===== src/rtl/sram_host_pkg.sv =====
// Notes on behaviour
// [RQ1] Write stores each byte whose select is low.
// [RQ2] Read drives each byte whose select is low.
// [RQ3] Standby when deselected or both selects high; the standby output ignores the byte selects.
// [RQ4] Data pins float unless reading enabled lanes.
// [RQ5] Write lasts while select and strobe overlap.
// [RQ6] Host holds data relative to ending edge.
// [RQ7] Simultaneous rise keeps memory outputs floating.
// [RQ8] Output enable high keeps pins floating during writes.
// [RQ9] Host never drives while memory still drives.
// [RQ10] Strobe write lasts float delay plus data lead.
// [RQ11] Host holds write strobe high during reads.
// [RQ12] Address valid no later than select falling.
// [RQ13] Power-down within 70 ns of deselect.
// [RQ14] Both selects falling: drive after 10 ns.
// [RQ15] Both selects high: no store, pins float.
package sram_host_pkg;

  localparam int ADDR_W = 18;
  localparam int DATA_W = 16;
  localparam int CLK_PERIOD_NS = 10;

  // Timing figures in nanoseconds.
  localparam int READ_CYCLE_NS = 70;
  localparam int STROBE_LOW_TO_FLOAT_DELAY_NS = 35;
  localparam int WRITE_DATA_LEAD_TIME_NS = 30;
  localparam int WRITE_PULSE_NS = 60;
  localparam int DESELECT_TO_POWERDOWN_DELAY_NS = 70;
  localparam int BYTE_SELECT_TO_DRIVE_DELAY_NS = 10;

  // Least times round up to whole cycles.
  localparam int READ_CYC =
    (READ_CYCLE_NS + CLK_PERIOD_NS - 1) / CLK_PERIOD_NS;
  localparam int FLOAT_CYC =
    (STROBE_LOW_TO_FLOAT_DELAY_NS + CLK_PERIOD_NS - 1) / CLK_PERIOD_NS;
  localparam int LEAD_CYC =
    (WRITE_DATA_LEAD_TIME_NS + CLK_PERIOD_NS - 1) / CLK_PERIOD_NS;
  localparam int PULSE_CYC =
    (WRITE_PULSE_NS + CLK_PERIOD_NS - 1) / CLK_PERIOD_NS;
  localparam int WRITE_CYC = (FLOAT_CYC + LEAD_CYC > PULSE_CYC) ?
    FLOAT_CYC + LEAD_CYC : PULSE_CYC;
  localparam int POWERDOWN_CYC =
    (DESELECT_TO_POWERDOWN_DELAY_NS + CLK_PERIOD_NS - 1) / CLK_PERIOD_NS;
  localparam int RECOVER_CYC = 1;
  localparam int CNT_W = 4;

  localparam logic [3:0] CNT_ZERO = 4'h0;
  localparam logic [15:0] DATA_ZERO = 16'h0000;
  localparam logic [17:0] ADDR_ZERO = 18'h00000;

  // Request from the user side.
  typedef struct packed {
    logic write;
    logic [1:0] laneEn;
    logic [ADDR_W-1:0] addr;
    logic [DATA_W-1:0] wdata;
  } sram_req_t;

  // Pins toward the memory, all active low except the address.
  typedef struct packed {
    logic chipSel_n;
    logic writeStrobe_n;
    logic outDrive_n;
    logic upper_byte_select_n;
    logic lower_byte_select_n;
    logic [ADDR_W-1:0] addr;
  } sram_pins_t;

  typedef enum logic [2:0] {
    ST_IDLE, ST_READ, ST_WSETUP, ST_WRITE, ST_RECOVER
  } sram_state_t;

endpackage : sram_host_pkg


===== src/rtl/sram_host_ctrl.sv =====
`timescale 1ns/1ps
`default_nettype none
module sram_host_ctrl (
  input wire logic clk_sys,
  input wire logic nrst,
  input wire logic reqValid,
  output logic reqReady,
  input wire sram_host_pkg::sram_req_t req,
  output logic rspValid,
  output logic [15:0] rspData,
  output sram_host_pkg::sram_pins_t pins,
  input wire logic [15:0] dqIn,
  output logic [15:0] dqOut,
  output logic [15:0] dqOe,
  output logic standby
);

  ////////////////////////////////////////////////////////////////////////
  sram_host_pkg::sram_state_t state_reg, state_next;
  logic [3:0] cnt_reg, cnt_next;
  sram_host_pkg::sram_pins_t pins_reg, pins_next;
  logic [15:0] dqOut_reg, dqOut_next;
  logic [15:0] dqOe_reg, dqOe_next;
  logic [15:0] rdata_reg, rdata_next;
  logic rspValid_reg, rspValid_next;
  logic [3:0] idle_reg, idle_next;
  logic [15:0] dqSync1_reg, dqSync2_reg;
  logic [15:0] selMask;
  logic takeReq;
  logic readDone;
  logic writeDone;
  logic accessEnd;

  // Read data crosses two flip-flops before use.
  always_ff @(posedge clk_sys or negedge nrst) begin
    if (!nrst) begin
      dqSync1_reg <= sram_host_pkg::DATA_ZERO;
      dqSync2_reg <= sram_host_pkg::DATA_ZERO;
    end else begin
      dqSync1_reg <= dqIn;
      dqSync2_reg <= dqSync1_reg;
    end
  end

  // Lanes whose byte select stands low at the pins.
  assign selMask = {{8{~pins_reg.upper_byte_select_n}},
                    {8{~pins_reg.lower_byte_select_n}}};

  // Events of the sequencer that the other groups follow.
  assign takeReq = (state_reg == sram_host_pkg::ST_IDLE) && reqValid;
  assign readDone = (state_reg == sram_host_pkg::ST_READ) &&
                    (cnt_reg == 4'h1);
  assign writeDone = (state_reg == sram_host_pkg::ST_WRITE) &&
                     (cnt_reg == 4'h1);
  assign accessEnd = (state_reg == sram_host_pkg::ST_RECOVER) &&
                     (cnt_reg == 4'h1);

  ////////////////////////////////////////////////////////////////////////
  // Sequencer computes the next pin levels and counts.
  always_comb begin
    state_next = state_reg;
    cnt_next = cnt_reg;
    pins_next = pins_reg;
    case (state_reg)
      sram_host_pkg::ST_IDLE: begin
        if (reqValid) begin
          // Address and byte selects set up with select falling.
          pins_next.addr = req.addr; // RQ12
          pins_next.chipSel_n = 1'b0;
          pins_next.upper_byte_select_n = ~req.laneEn[1]; // RQ1
          pins_next.lower_byte_select_n = ~req.laneEn[0]; // RQ2
          pins_next.writeStrobe_n = 1'b1; // RQ11
          if (req.write) begin
            pins_next.outDrive_n = 1'b1; // RQ8
            state_next = sram_host_pkg::ST_WSETUP;
          end else begin
            pins_next.outDrive_n = 1'b0;
            cnt_next = 4'(sram_host_pkg::READ_CYC);
            state_next = sram_host_pkg::ST_READ;
          end
        end
      end
      sram_host_pkg::ST_READ: begin
        cnt_next = cnt_reg - 4'h1;
        if (readDone) begin
          pins_next.chipSel_n = 1'b1;
          pins_next.outDrive_n = 1'b1;
          cnt_next = 4'(sram_host_pkg::RECOVER_CYC);
          state_next = sram_host_pkg::ST_RECOVER;
        end
      end
      sram_host_pkg::ST_WSETUP: begin
        // Strobe falls in the cycle in which the host starts to drive.
        pins_next.writeStrobe_n = 1'b0; // RQ5
        cnt_next = 4'(sram_host_pkg::WRITE_CYC); // RQ10
        state_next = sram_host_pkg::ST_WRITE;
      end
      sram_host_pkg::ST_WRITE: begin
        cnt_next = cnt_reg - 4'h1;
        if (writeDone) begin
          // Strobe rises first; data held one more cycle past it.
          pins_next.writeStrobe_n = 1'b1; // RQ6
          cnt_next = 4'(sram_host_pkg::RECOVER_CYC);
          state_next = sram_host_pkg::ST_RECOVER;
        end
      end
      sram_host_pkg::ST_RECOVER: begin
        cnt_next = cnt_reg - 4'h1;
        if (accessEnd) begin
          pins_next.chipSel_n = 1'b1;
          pins_next.outDrive_n = 1'b1;
          state_next = sram_host_pkg::ST_IDLE;
        end
      end
      default: begin
        state_next = sram_host_pkg::ST_IDLE;
      end
    endcase
  end

  // Registers of the sequencer.
  always_ff @(posedge clk_sys or negedge nrst) begin
    if (!nrst) begin
      state_reg <= sram_host_pkg::ST_IDLE;
      cnt_reg <= sram_host_pkg::CNT_ZERO;
      pins_reg <= '{chipSel_n: 1'b1, writeStrobe_n: 1'b1,
                    outDrive_n: 1'b1, upper_byte_select_n: 1'b1,
                    lower_byte_select_n: 1'b1,
                    addr: sram_host_pkg::ADDR_ZERO};
    end else begin
      state_reg <= state_next;
      cnt_reg <= cnt_next;
      pins_reg <= pins_next;
    end
  end

  ////////////////////////////////////////////////////////////////////////
  // Write data is taken with the request and driven until deselect.
  always_comb begin
    dqOut_next = dqOut_reg;
    dqOe_next = dqOe_reg;
    if (takeReq && req.write) begin
      dqOut_next = req.wdata;
    end
    if (state_reg == sram_host_pkg::ST_WSETUP) begin
      // Memory outputs are already off, so only selected lanes drive.
      dqOe_next = selMask; // RQ9
    end else if (accessEnd) begin
      dqOe_next = sram_host_pkg::DATA_ZERO;
    end
  end

  // Registers of the write data path.
  always_ff @(posedge clk_sys or negedge nrst) begin
    if (!nrst) begin
      dqOut_reg <= sram_host_pkg::DATA_ZERO;
      dqOe_reg <= sram_host_pkg::DATA_ZERO;
    end else begin
      dqOut_reg <= dqOut_next;
      dqOe_reg <= dqOe_next;
    end
  end

  ////////////////////////////////////////////////////////////////////////
  // Read data keeps only the enabled lanes; valid pulses once an access.
  always_comb begin
    rdata_next = rdata_reg;
    rspValid_next = 1'b0;
    if (readDone) begin
      rdata_next = dqSync2_reg & selMask;
      rspValid_next = 1'b1;
    end
    if (writeDone) begin
      rspValid_next = 1'b1;
    end
  end

  // Registers of the response.
  always_ff @(posedge clk_sys or negedge nrst) begin
    if (!nrst) begin
      rdata_reg <= sram_host_pkg::DATA_ZERO;
      rspValid_reg <= 1'b0;
    end else begin
      rdata_reg <= rdata_next;
      rspValid_reg <= rspValid_next;
    end
  end

  ////////////////////////////////////////////////////////////////////////
  // Power-down timer, restarted whenever an access leaves the recovery state.
  always_comb begin
    idle_next = idle_reg;
    if (accessEnd) begin
      idle_next = 4'(sram_host_pkg::POWERDOWN_CYC); // RQ13
    end else if ((state_reg == sram_host_pkg::ST_IDLE) &&
                 (idle_reg != sram_host_pkg::CNT_ZERO)) begin
      idle_next = idle_reg - 4'h1;
    end
  end

  // Register of the power-down timer.
  always_ff @(posedge clk_sys or negedge nrst) begin
    if (!nrst) begin
      idle_reg <= sram_host_pkg::CNT_ZERO;
    end else begin
      idle_reg <= idle_next;
    end
  end

  ////////////////////////////////////////////////////////////////////////
  // Outputs; standby shows the memory has reached power-down.
  assign reqReady = (state_reg == sram_host_pkg::ST_IDLE);
  assign rspValid = rspValid_reg;
  assign rspData = rdata_reg;
  assign pins = pins_reg;
  assign dqOut = dqOut_reg;
  assign dqOe = dqOe_reg;
  assign standby = (state_reg == sram_host_pkg::ST_IDLE) &&
                   (idle_reg == sram_host_pkg::CNT_ZERO); // RQ3

endmodule : sram_host_ctrl
`default_nettype wire


===== config.mk =====
export PLATFORM = sky130hd
export DESIGN_NAME = sram_host_ctrl
export DESIGN_NICKNAME = d
export VERILOG_FILES = /design/src/rtl/sram_host_pkg.sv /design/src/rtl/sram_host_ctrl.sv
export SDC_FILE = /design/constraint.sdc
export NUM_CORES = 1
export LEC_CHECK = 0
export ABC_AREA = 1
export ABC_CLOCK_PERIOD_IN_PS = 1200
export BUFFER_PORTS_ARGS = -buffer_cell sky130_fd_sc_hd__buf_2
export CORE_MARGIN = 2
export CORE_UTILIZATION = 45
export DETAILED_ROUTE_END_ITERATION = 6
export PLACE_DENSITY = 0.85
export SLEW_MARGIN = 20
export SYNTH_ARGS = -nofsm -noshare
export SYNTH_HDL_FRONTEND = slang
export SYNTH_SLANG_ARGS = --single-unit

===== constraint.sdc =====
create_clock -name clk_sys -period 1.2 [get_ports clk_sys]
set_input_delay 0.06 -clock clk_sys [delete_from_list [all_inputs] [get_ports clk_sys]]
set_output_delay 0.06 -clock clk_sys [all_outputs]
set_load 0.02 [all_outputs]

== Word level (Yosys, flattened, before mapping) ==
Cells that the tools add are included.
Word-level totals
  bits in registers: 115
  input bits: 56
  output and inout bits: 74
  word-level logic and storage cells: 77
Cells by class
  add/subtract/negate cells: 2
  equal/unequal tests: 10
  muxes and demuxes: 25
  bitwise operators: 5
  reductions and logical operators: 20
Operator list (number)
  $mux 16: 2
  $mux 4: 6
  $mux 23: 1
  $pmux 4 s5: 1
  $and 16x16->16: 1
  $pmux 3 s5: 1
  $mux 3: 4
  $ne 2x2->1 const B: 5
  $pmux 1 s3: 3
  $reduce_and 4->1: 2
  $sub 4x1->4 const B: 2
  $logic_and 1x1->1: 7
  $eq 3x2->1 const B: 2
  $mux 1: 6
  $reduce_and 3->1: 2
  $reduce_bool 3->1: 2
  $reduce_bool 5->1: 1
  $eq 4x1->1 const B: 1
  $logic_not 4->1: 1
  $not 1->1: 4
  $reduce_bool 2->1: 2
  $reduce_bool 4->1: 1
  $eq 3x1->1 const B: 1
  $eq 3x3->1 const B: 1
  3 further kinds: 3

== Logic depth before layout (Yosys ltp) ==
Gate-level depths: netlist of the first run.
  word-level depth: 4
  gate-level depth with buffers: 9
  mapped depth without buffers: 9

== Worst setup path after synthesis of the first run ==
No wires, ideal clock.
  kind: register to register
  start: register state_reg[1]
  end: register idle_reg[0]
  setup time: 128 ps
  arrival: 1199 ps
  data required time: 1072 ps
  slack: -127 ps
  stages on the path, launching flop included: 7
  buffers on the path: 0
  clock period less this slack: 1327 ps
  cells stage by stage: dfrtp_1 > nor2_2 > nand2_2 > inv_2 > nand2_1 > a21oi_1 > o21ai_0
Between the ends
  word-level cells in the longest chain between the ends: 3
  elaborated cells on any way between the ends: 6
  classes of those cells: eq/ne: 1; mux: 1; reduce/logical: 4
RTL lines
  start, declared: RTL line sram_host_ctrl.sv:19  | sram_host_pkg::sram_state_t state_reg, state_next;
  start signal, assigned: RTL line sram_host_ctrl.sv:124  | state_reg <= sram_host_pkg::ST_IDLE;
  start signal, assigned: RTL line sram_host_ctrl.sv:131  | state_reg <= state_next;
  $logic_not 3->1
  net reqReady: RTL line sram_host_ctrl.sv:7  | output logic reqReady,
  $logic_and 1x1->1: RTL line sram_host_ctrl.sv:195  | end else if ((state_reg == sram_host_pkg::ST_IDLE) &&
  $reduce_bool 2->1 (no source line)
  end signal, assigned: RTL line sram_host_ctrl.sv:204  | idle_reg <= sram_host_pkg::CNT_ZERO;
  end signal, assigned: RTL line sram_host_ctrl.sv:206  | idle_reg <= idle_next;
  end, declared: RTL line sram_host_ctrl.sv:26  | logic [3:0] idle_reg, idle_next;
The timed path passes the listed nets, and every way through them passes these cells.
A chain may end at the register's enable or synchronous reset.

== Worst setup path in the final report of the first run ==
  start: register state_reg[1]
  end: register dqOut_reg[7], in the netlist dqOut[7]
Between the ends
  word-level cells in the longest chain between the ends: 3
RTL lines
  $logic_not 3->1: RTL line sram_host_ctrl.sv:50  | assign takeReq = (state_reg == sram_host_pkg::ST_IDLE) && reqValid;
  $logic_and 1x1->1: RTL line sram_host_ctrl.sv:50
  $logic_and 1x1->1: RTL line sram_host_ctrl.sv:142  | if (takeReq && req.write) begin
  end signal, assigned: RTL line sram_host_ctrl.sv:156  | dqOut_reg <= sram_host_pkg::DATA_ZERO;
  end signal, assigned: RTL line sram_host_ctrl.sv:159  | dqOut_reg <= dqOut_next;
  end, declared: RTL line sram_host_ctrl.sv:22  | logic [15:0] dqOut_reg, dqOut_next;
No other way between the ends.

==> results of run 1 <==
==> cell usage after synthesis (3+ instances only) <==
cell type / instances / area, sq um
a21oi_1: 6 / 30.0
buf_2: 4 / 20.0
buf_4: 16 / 120
buf_6: 4 / 45.0
clkbuf_1: 3 / 11.3
dfrtp_1: 96 / 2400
dfstp_2: 5 / 131
ha_1: 3 / 37.5
inv_1: 22 / 82.6
nand2_1: 135 / 507
nand2_2: 3 / 18.8
nand3_1: 55 / 275
nor2_1: 14 / 52.6
o21ai_0: 25 / 125
o21ai_1: 3 / 15.0
==> area by class of cell <==
class,instances,share of cell area
clock buffer,9,0.0196
clock inverter,7,0.0138
sequential,101,0.401
multi-input combinational,257,0.248
antenna,2,0.000791
timing repair buffer,235,0.278
tap,108,0.0214
inverter,24,0.0174
==> layout by cell type, fill, tap and decap left out, drive strengths merged <==
cell type      n
buf          179
nand2        142
dfrtp         96
nand3         55
dlygate4sd3   53
o21ai         29
inv           29
nor2          17
clkbuf        12
a21oi          6
dfstp          5
ha             3
diode          2
nand4          1
nand3b         1
a21boi         1
o211ai         1
xor2           1
clkinv         1
bufinv         1
==> stage by stage <==
stage | total power (uW) | instances | TNS (ns) | area [sq um] | utilization
2_1_floorplan | 9580 | 407 | -1.70 | 4030 | -
3_3_place_gp | 11500 | 649 | -5.61 | 4880 | 0.562
3_5_place_dp | 11700 | 649 | -8.42 | 4880 | 0.562
4_1_cts | 15100 | 728 | -11.93 | 5920 | 0.682
5_1_grt | 17600 | 742 | -23.17 | 6320 | 0.729
6_report | 16900 | 743 | -19.40 | 6330 | 0.729
==> worst max-delay path by stage <==
stage / slack, ns / to / start / depth (start not counted)
2_1_floorplan: -0.05 / rspData[5]$_DFFE_PN0P_ / state_reg[1]$_DFFE_PN0P_ / 7
3_3_place_gp: -0.15 / pins[22]$_DFFE_PN1P_ / state_reg[1]$_DFFE_PN0P_ / 8
3_5_place_dp: -0.20 / pins[22]$_DFFE_PN1P_ / state_reg[1]$_DFFE_PN0P_ / 8
4_1_cts: -0.23 / pins[6]$_DFFE_PN0P_ / state_reg[2]$_DFFE_PN0P_ / 8
5_1_grt: -0.46 / dqOut[15]$_DFFE_PN0P_ / state_reg[1]$_DFFE_PN0P_ / 9
6_report: -0.39 / dqOut[7]$_DFFE_PN0P_ / state_reg[1]$_DFFE_PN0P_ / 9
==> power by group through the flow <==
stage	Combinational (uW)	Clock, uW	Sequential, uW
after CTS	7490	2310	5260
final	9160	2340	5360
after global routing	9700	2500	5450
after floorplan	3210	0	6360
after global placement	6210	0	5270
after detailed placement	6380	0	5300
==> critical path, delay by kind of cell, from the launching register on <==
family	cells	cell delay, ns
buffers and inverters	3	0.42
flip-flops	1	0.43
AND/OR/NAND/NOR	6	0.65
==> logic make-up after synthesis <==
family          Yosys count  share of synthesized area
compound gates           37                     0.0485
xor+xnor                  1                    0.00219
fa+ha+maj                 3                    0.00939
buf+inv                  51                     0.0717
flops                   101                      0.634
simple gates            214                      0.234
==> repair_timing <==
item,CTS,global route
hold endpoints to repair,153,0
pin swaps,11,32
buffers inserted,9,8
hold buffers,53,0
resized for setup,67,59
setup endpoints to repair,72,73
gates cloned,1,5
==> layer usage <==
metal	GRT usage	part of all wire	up-vias
met3	0.0472	0.063	83
met2	0.397	0.51	241
li1	-	-	1732
met5	0	0	-
met1	0.257	0.36	1930
met4	0.125	0.063	0
==> run metrics, run 1 <==
CP Launch Type flop; relative slew slack 0.786; unrepaired setup endpoints after global routing yes; global-route wire length before repair 17100 um; Mapped Cells 407; Static Leak around 0.0033 uW; Worst R2R End dqOut[7]$_DFFE_PN0P_; Initial DRC Count 264; reg-to-reg slack, setup -0.39 ns; largest net degree at the start of global routing 55; Seq/Total Area, Yosys 0.634; Die X around 98 um; CTS tree built; fin worst setup slack -0.391 ns; NetSw 7700 uW; vias in the first global route 3588; number of max-cap violations 0; Worst Skew approximately 0.019 ns; worst-margin pin slew around 0.32 ns; GRT Total Usage 0.226; DR vias 3986; Crit Path Class reg -> reg; r2r worst-path depth 9; Die H 98.2 um; CP required roughly 1.5 ns; post-synthesis cell type count 25; ys async rst share 1.00; synthesized area 0.00400 sq mm; Post-synth EDFFs 0; grt ovf 0; IO buf count between 100 and 150; FF-to-FF Start state_reg[1]$_DFFE_PN0P_; Yosys warnings 0; CTS buffer count 9; post-synthesis average cell area slightly below 10 sq um; Sw Ratio 0.457; Fin. Hold Viols 0; Tmin final ~1.6 ns; Initial Util 0.460; PD cells around 2700 mW/mm^2; floorplan core area around 0.0087 sq mm; status finished, violations left; endpoints failing setup 71; clock slew at reported path FFs approximately 0.12 ns; final net count a little under 700; CTS H-tree depth 3; FF+latch area 0.00253 sq mm; CP cell instances nor2_4, buf_6, nand2_8, buf_12, nor2_8, buf_6, nand2_8, nand2_1, nand2_1; routability cong. 0.916; Worst Path Arrival 1.86 ns; Filler cells about 550; Hold Crit Endpoint dqOut[3]$_DFFE_PN0P_; sequential share of power 0.318; final WL 13300 um; vias per inst about 5.4; die area about 0.0097 sq mm; slowest CP cell dfrtp_1; critical path capture point type flop; period utilization 1.33; Max stage delay on crit path between 0.4 and 0.5 ns; clk_lat worst skew between 0.3 and 0.4 ns; # IOs 130; Root Driver clkbuf_8; Worst Hold Path Cells 3; Slew Limit Fails 0; Antenna Nets Post-Route 0; Setup WS pre-CTS -0.203 ns; combinational share of power 0.543; layout cell share with drive strength beyond 1 0.449; residual DRC count 0; area of the multi-input gates 0.00157 sq mm; post-synthesis register bit count approximately 100; maximum vdd drop 1.24 mV; DP HPWL 6330 um; Clk pwr share 0.139; Fmax ~630 MHz; cell internal pwr 9160 uW; worst min-delay path class in -> reg; failing checks setup timing; initial antenna violation count 1; DR pass1 iterations 5; syn nets ~470; Min Hold Slack around 0.097 ns; max FFs per register 23; crit-path max FO 8; Syn-to-layout area delta 58.3%; Num Clock Sinks between 100 and 150; CTS max path bufs 2; std cell rows 34; Worst Hold Launch req[36]; routed length per instance around 18 um; predominant post-synthesis flop cell dfrtp_1
Note: power is estimated with default switching activity, not from simulation.
==> run 2: changes to the inputs <==
SKIP_CTS_REPAIR_TIMING = 1   (was unset)
==> run 2 against run 1 <==
Compared with the run above: critical path depth unchanged; clock-buffer cell count did not move; cell area is 1.3% lower; the flow still finishes with violations (setup timing); critical endpoint is now dqOut[15]$_DFFE_PN0P_; hold slack improved by 0.022 ns; sequential power increased by 1%; register-to-register slack better by 0.05 ns; largest cell class unchanged; first-iteration DRC count grew 2.3%; fmax is 3.5% higher; combinational power is 6.0% lower; via count down 1.2%.
==> run metrics, run 2 (synthesis gave the netlist of run 1 again) <==
status finished, violations left; failing checks setup timing; relative slew slack 0.755; DR vias 3937; worst min-delay path class in -> reg; PD cells about 2600 mW/mm^2; r2r worst-path depth 9; fin worst setup slack -0.338 ns; die area 0.00965 sq mm; Power, Total roughly 16000 uW; layout cell share with drive strength beyond 1 0.448; final net count 690; FF-to-FF Start state_reg[2]$_DFFE_PN0P_; Final Cell Area between 0.006 and 0.007 sq mm; GRT Total Usage 0.179; Placed Area approximately 0.0049 sq mm; CTS H-tree depth 3; most frequent cells in the layout 125 x buf_2, 98 x nand2_1, 95 x dfrtp_1; clock slew at reported path FFs approximately 0.11 ns; commonest non-fill, non-tap cell in the layout buf_2; routed length per instance approximately 17 um; number of max-cap violations 0; Initial DRC Count between 200 and 300; Root Driver clkbuf_8; CTS max path bufs 2; worst-margin pin slew approximately 0.37 ns; setup TNS -16.16 ns; grt ovf 0; Setup WS pre-CTS -0.203 ns; Initial Util 0.460; Slew Limit Fails 0; Worst Hold Launch req[36]; slowest CP cell dfrtp_2; Worst Hold Path Cells 3; largest net degree at the start of global routing 55; DR pass1 iterations 5; CTS buffer count 9; Syn-to-layout area delta 56.3%; maximum vdd drop roughly 1.3 mV; critical path capture point type flop; Fmax between 600 and 700 MHz; # IOs 130; CP required approximately 1.5 ns; initial antenna violation count 1; Max stage delay on crit path approximately 0.47 ns; Critical Path Most Common Cell buf_12; Worst Skew between 0.015 and 0.02 ns; crit-path max FO 5; IO buf count 129; routability cong. ~0.92; Num Clock Sinks ~100; endpoints failing setup 71; final WL about 13000 um; vias per inst between 5 and 6; Worst R2R End dqOut[15]$_DFFE_PN0P_; CTS tree built; Antenna Nets Post-Route 0; CP cell instances nor2_4, buf_6, nand2_8, nor2_8, buf_12, buf_12, clkbuf_16, nand3_2, nand2_1; max FFs per register 23; floorplan core area roughly 0.0087 sq mm; Crit Path Class reg -> reg; vias in the first global route slightly above 3000; period utilization 1.28; clk_lat worst skew about 0.38 ns; Die X 98.2 um; Fin. Hold Viols 0; DP HPWL roughly 6300 um; unrepaired setup endpoints after global routing yes; Static Leak roughly 0.0033 uW; Worst Path Arrival between 1.5 and 2 ns; Hold Crit Endpoint dqOut[3]$_DFFE_PN0P_; reg-to-reg slack, setup -0.34 ns; CP Launch Type flop; global-route wire length before repair approximately 14000 um; Die H just under 100 um; Tmin final 1.54 ns; std cell rows 34; residual DRC count 0
==> run 2: cell count changes in the layout (fill, tap and decap cells not counted), moves of 5 or more <==
cell     previous run  this run
buf_4              35        41
buf_6              14         8
inv_1              10        16
inv_4               6         1
nand2_1           121        98
nand2_2            11        33
nand3_1            33        45
nand3_2            18        10
nor2_4              7         2
o21ai_0            17        22
==> run 2: area by class of cell <==
class	count	area, sq um
Timing Repair Buffer	238	1780
Multi-Input combinational cell	257	1470
Clock buffer	9	124
Clock inverter	7	87.6
Tap cell	108	135
Sequential cell	101	2530
Antenna cell	1	2.50
Fill cell	563	2430
Inverter	24	110
==> run 2: how the worst max path moves through the flow <==
stage / slack [ns] / cells past startpoint / to / start
after floorplan: -0.05 / 7 / rspData[5]$_DFFE_PN0P_ / state_reg[1]$_DFFE_PN0P_
after global placement: -0.15 / 8 / pins[22]$_DFFE_PN1P_ / state_reg[1]$_DFFE_PN0P_
after detailed placement: -0.20 / 8 / pins[22]$_DFFE_PN1P_ / state_reg[1]$_DFFE_PN0P_
after CTS: -0.39 / 6 / reqReady / state_reg[2]$_DFFE_PN0P_
after global routing: -0.41 / 8 / pins[22]$_DFFE_PN1P_ / state_reg[1]$_DFFE_PN0P_
final: -0.34 / 9 / dqOut[15]$_DFFE_PN0P_ / state_reg[2]$_DFFE_PN0P_
==> run 2: per-stage QoR <==
step / utilization / hold WS [ns] / std cells
detailed placement: 0.562 / 0.0699 / 649
finish: 0.720 / 0.119 / 745
CTS: 0.587 / -0.330 / 665
global route: 0.720 / 0.107 / 745
global placement: 0.562 / 0.0693 / 649
floorplan: - / -0.236 / 407
==> run 2: metal layers <==
layer,global-route usage,vias up,part of all wire
met2,0.305,243,0.51
li1,-,1738,-
met5,0,-,0
met4,0.0790,0,0.048
met3,0.0394,57,0.074
met1,0.220,1899,0.37
==> run 2: power breakdown <==
part           internal, uW  leakage (uW)  switching, uW  total (uW)
registers              4570       0.00123            851        5420
logic                  3470       0.00199           5140        8610
clock network          1020      0.000109           1290        2310
total                  9060       0.00333           7290       16300
==> run 2: worst max-delay path, delay by kind of cell (launching register included) <==
family / cells / cell delay, ns
AND/OR/NAND/NOR: 5 / 0.51
buffers and inverters: 4 / 0.51
flip-flops: 1 / 0.47
==> run 3: changes to the inputs <==
ABC_CLOCK_PERIOD_IN_PS = 1400   (was 1200)
clock period = 1.4 ns   (was 1.2 ns; I/O delays follow)
==> run 3 against run 2 <==
Compared with the run above: the flow still finishes with violations (setup timing); clock-buffer cell count unchanged; non-clock buffer count down 18; critical endpoint is now dqOut[14]$_DFFE_PN0P_; fmax up 0.92%; hold slack better by 0.039 ns; critical path depth down 1; routed wire length down 9.2%; first-iteration DRC count down 13%; core utilization down 3.2 points; register-to-register slack better by 0.21 ns; via count down 5.7%; cell count down 2.7%.
==> run metrics, run 3 (synthesis gave the netlist of run 1 again) <==
Worst Skew about 0.017 ns; period utilization 1.09; Num Clock Sinks 101; setup TNS -0.574 ns; DP HPWL ~6500 um; Final Cell Area ~0.006 sq mm; Static Leak about 0.0032 uW; Tmin final around 1.5 ns; Die H 98.2 um; vias per inst between 5 and 6; Crit Path Class reg -> reg; Slew Limit Fails 0; reg-to-reg slack, setup -0.12 ns; failing checks setup timing; number of max-cap violations 0; global-route wire length before repair 15100 um; clock slew at reported path FFs 0.12 ns; CTS max path bufs 2; Setup WS pre-CTS -0.0426 ns; GRT Total Usage 0.193; Power, Total between 10000 and 15000 uW; final WL about 11000 um; CP Launch Type flop; fin worst setup slack -0.124 ns; Fmax about 660 MHz; floorplan core area a little under 0.009 sq mm; # IOs 130; Worst Hold Launch req[36]; CTS H-tree depth 3; residual DRC count 0; grt ovf 0; Placed Area between 0.004 and 0.005 sq mm; DR vias roughly 3700; Worst Path Arrival between 1.5 and 2 ns; routing usage on met2 0.326; worst setup path end dqOut[14]$_DFFE_PN0P_; DP Cell Count around 640; relative slew slack 0.717; worst-margin pin slew between 0.4 and 0.5 ns; maximum vdd drop 1.05 mV; Initial DRC Count roughly 240; initial antenna violation count 0; most frequent cells in the layout 126 x buf_2, 114 x nand2_1, 96 x dfrtp_1; Antenna Nets Post-Route 0; IO buf count 129; Root Driver clkbuf_8; met1 GRT Util 0.245; status finished, violations left; CTS buffer count 9; FF-to-FF Start state_reg[1]$_DFFE_PN0P_; clk_lat worst skew between 0.3 and 0.4 ns; endpoints failing setup 19; crit-path max FO 8; worst min-delay path class in -> reg; max FFs per register 23; r2r worst-path depth 8; gr busiest metal met2; largest net degree at the start of global routing 33; routed length per instance approximately 16 um; final net count 670; Fin. Hold Viols 0; layout cell share with drive strength beyond 1 0.406; grt met3 use 0.0401; commonest non-fill, non-tap cell in the layout buf_2; routability cong. around 0.83; PD cells 2180 mW/mm^2; vias in the first global route 3229; crit path from state_reg[1]$_DFFE_PN0P_; std cell rows 34; DR pass1 iterations 6; die area a little under 0.01 sq mm; Die X a little under 100 um; critical path capture point type flop; Filler cells between 600 and 700; Initial Util 0.460; unrepaired setup endpoints after global routing yes; Worst R2R End dqOut[14]$_DFFE_PN0P_; CTS tree built; Layout Cells excl Fill roughly 730; Syn-to-layout area delta 49.4%; CP required roughly 1.7 ns
-- run 3: cell count changes in the layout (fill, tap and decap cells not counted), sizes merged --
cell    change
bufinv      -1
buf        -17
inv         -1
nand2       -2
clkbuf      -1
clkinv      +2
-- run 3: critical path: stages (launching register included) --
cell and delay, ns:
dfrtp_1 0.44, nor2_2 0.13, buf_6 0.13, nand2_8 0.08, nor2_8 0.16, buf_12 0.16, clkbuf_16 0.17, nand3_1 0.11
nand2_1 0.10
-- run 3: worst min-delay path by stage --
stage	endpoint	slack (ns)	cells after the start
6_report	pins[20]$_DFFE_PN1P_	0.16	5
5_1_grt	pins[20]$_DFFE_PN1P_	0.17	5
4_1_cts	pins[2]$_DFFE_PN0P_	-0.36	1
3_5_place_dp	state_reg[2]$_DFFE_PN0P_	0.04	1
3_3_place_gp	state_reg[2]$_DFFE_PN0P_	0.04	1
2_1_floorplan	cnt_reg[0]$_DFFE_PN0P_	-0.23	0
-- run 3: report_power, final --
part           internal (uW)  leakage (uW)  switching [uW]
Clock                    694     0.0000993            1100
Combinational           2480       0.00187            4160
Sequential              3920       0.00123             650
-- run 3: cell type report --
class | instances | area (sq um) | share of cell area
Multi-Input combinational cell | 255 | 1420 | 0.238
Sequential cell | 101 | 2530 | 0.424
Clock buffer | 9 | 124 | 0.0207
Tap cell | 108 | 135 | 0.0226
Clock inverter | 7 | 67.6 | 0.0113
Timing Repair Buffer | 220 | 1580 | 0.264
Inverter | 24 | 110 | 0.0184
Antenna cell | 1 | 2.50 | 0.000419
-- run 3: stage by stage --
step | hold WS (ns) | utilization
5_1_grt | 0.174 | 0.688
4_1_cts | -0.362 | 0.575
6_report | 0.158 | 0.688
3_5_place_dp | 0.0406 | 0.553
2_1_floorplan | -0.226 | -
3_3_place_gp | 0.0378 | 0.553
-- run 3: layer usage --
layer | vias up | wire length [um] | part of all wire
li1 | 1708 | - | -
met1 | 1791 | 4190 | 0.36
met5 | - | 0 | 0
met2 | 162 | 6030 | 0.52
met3 | 52 | 698 | 0.061
met4 | 0 | 570 | 0.050
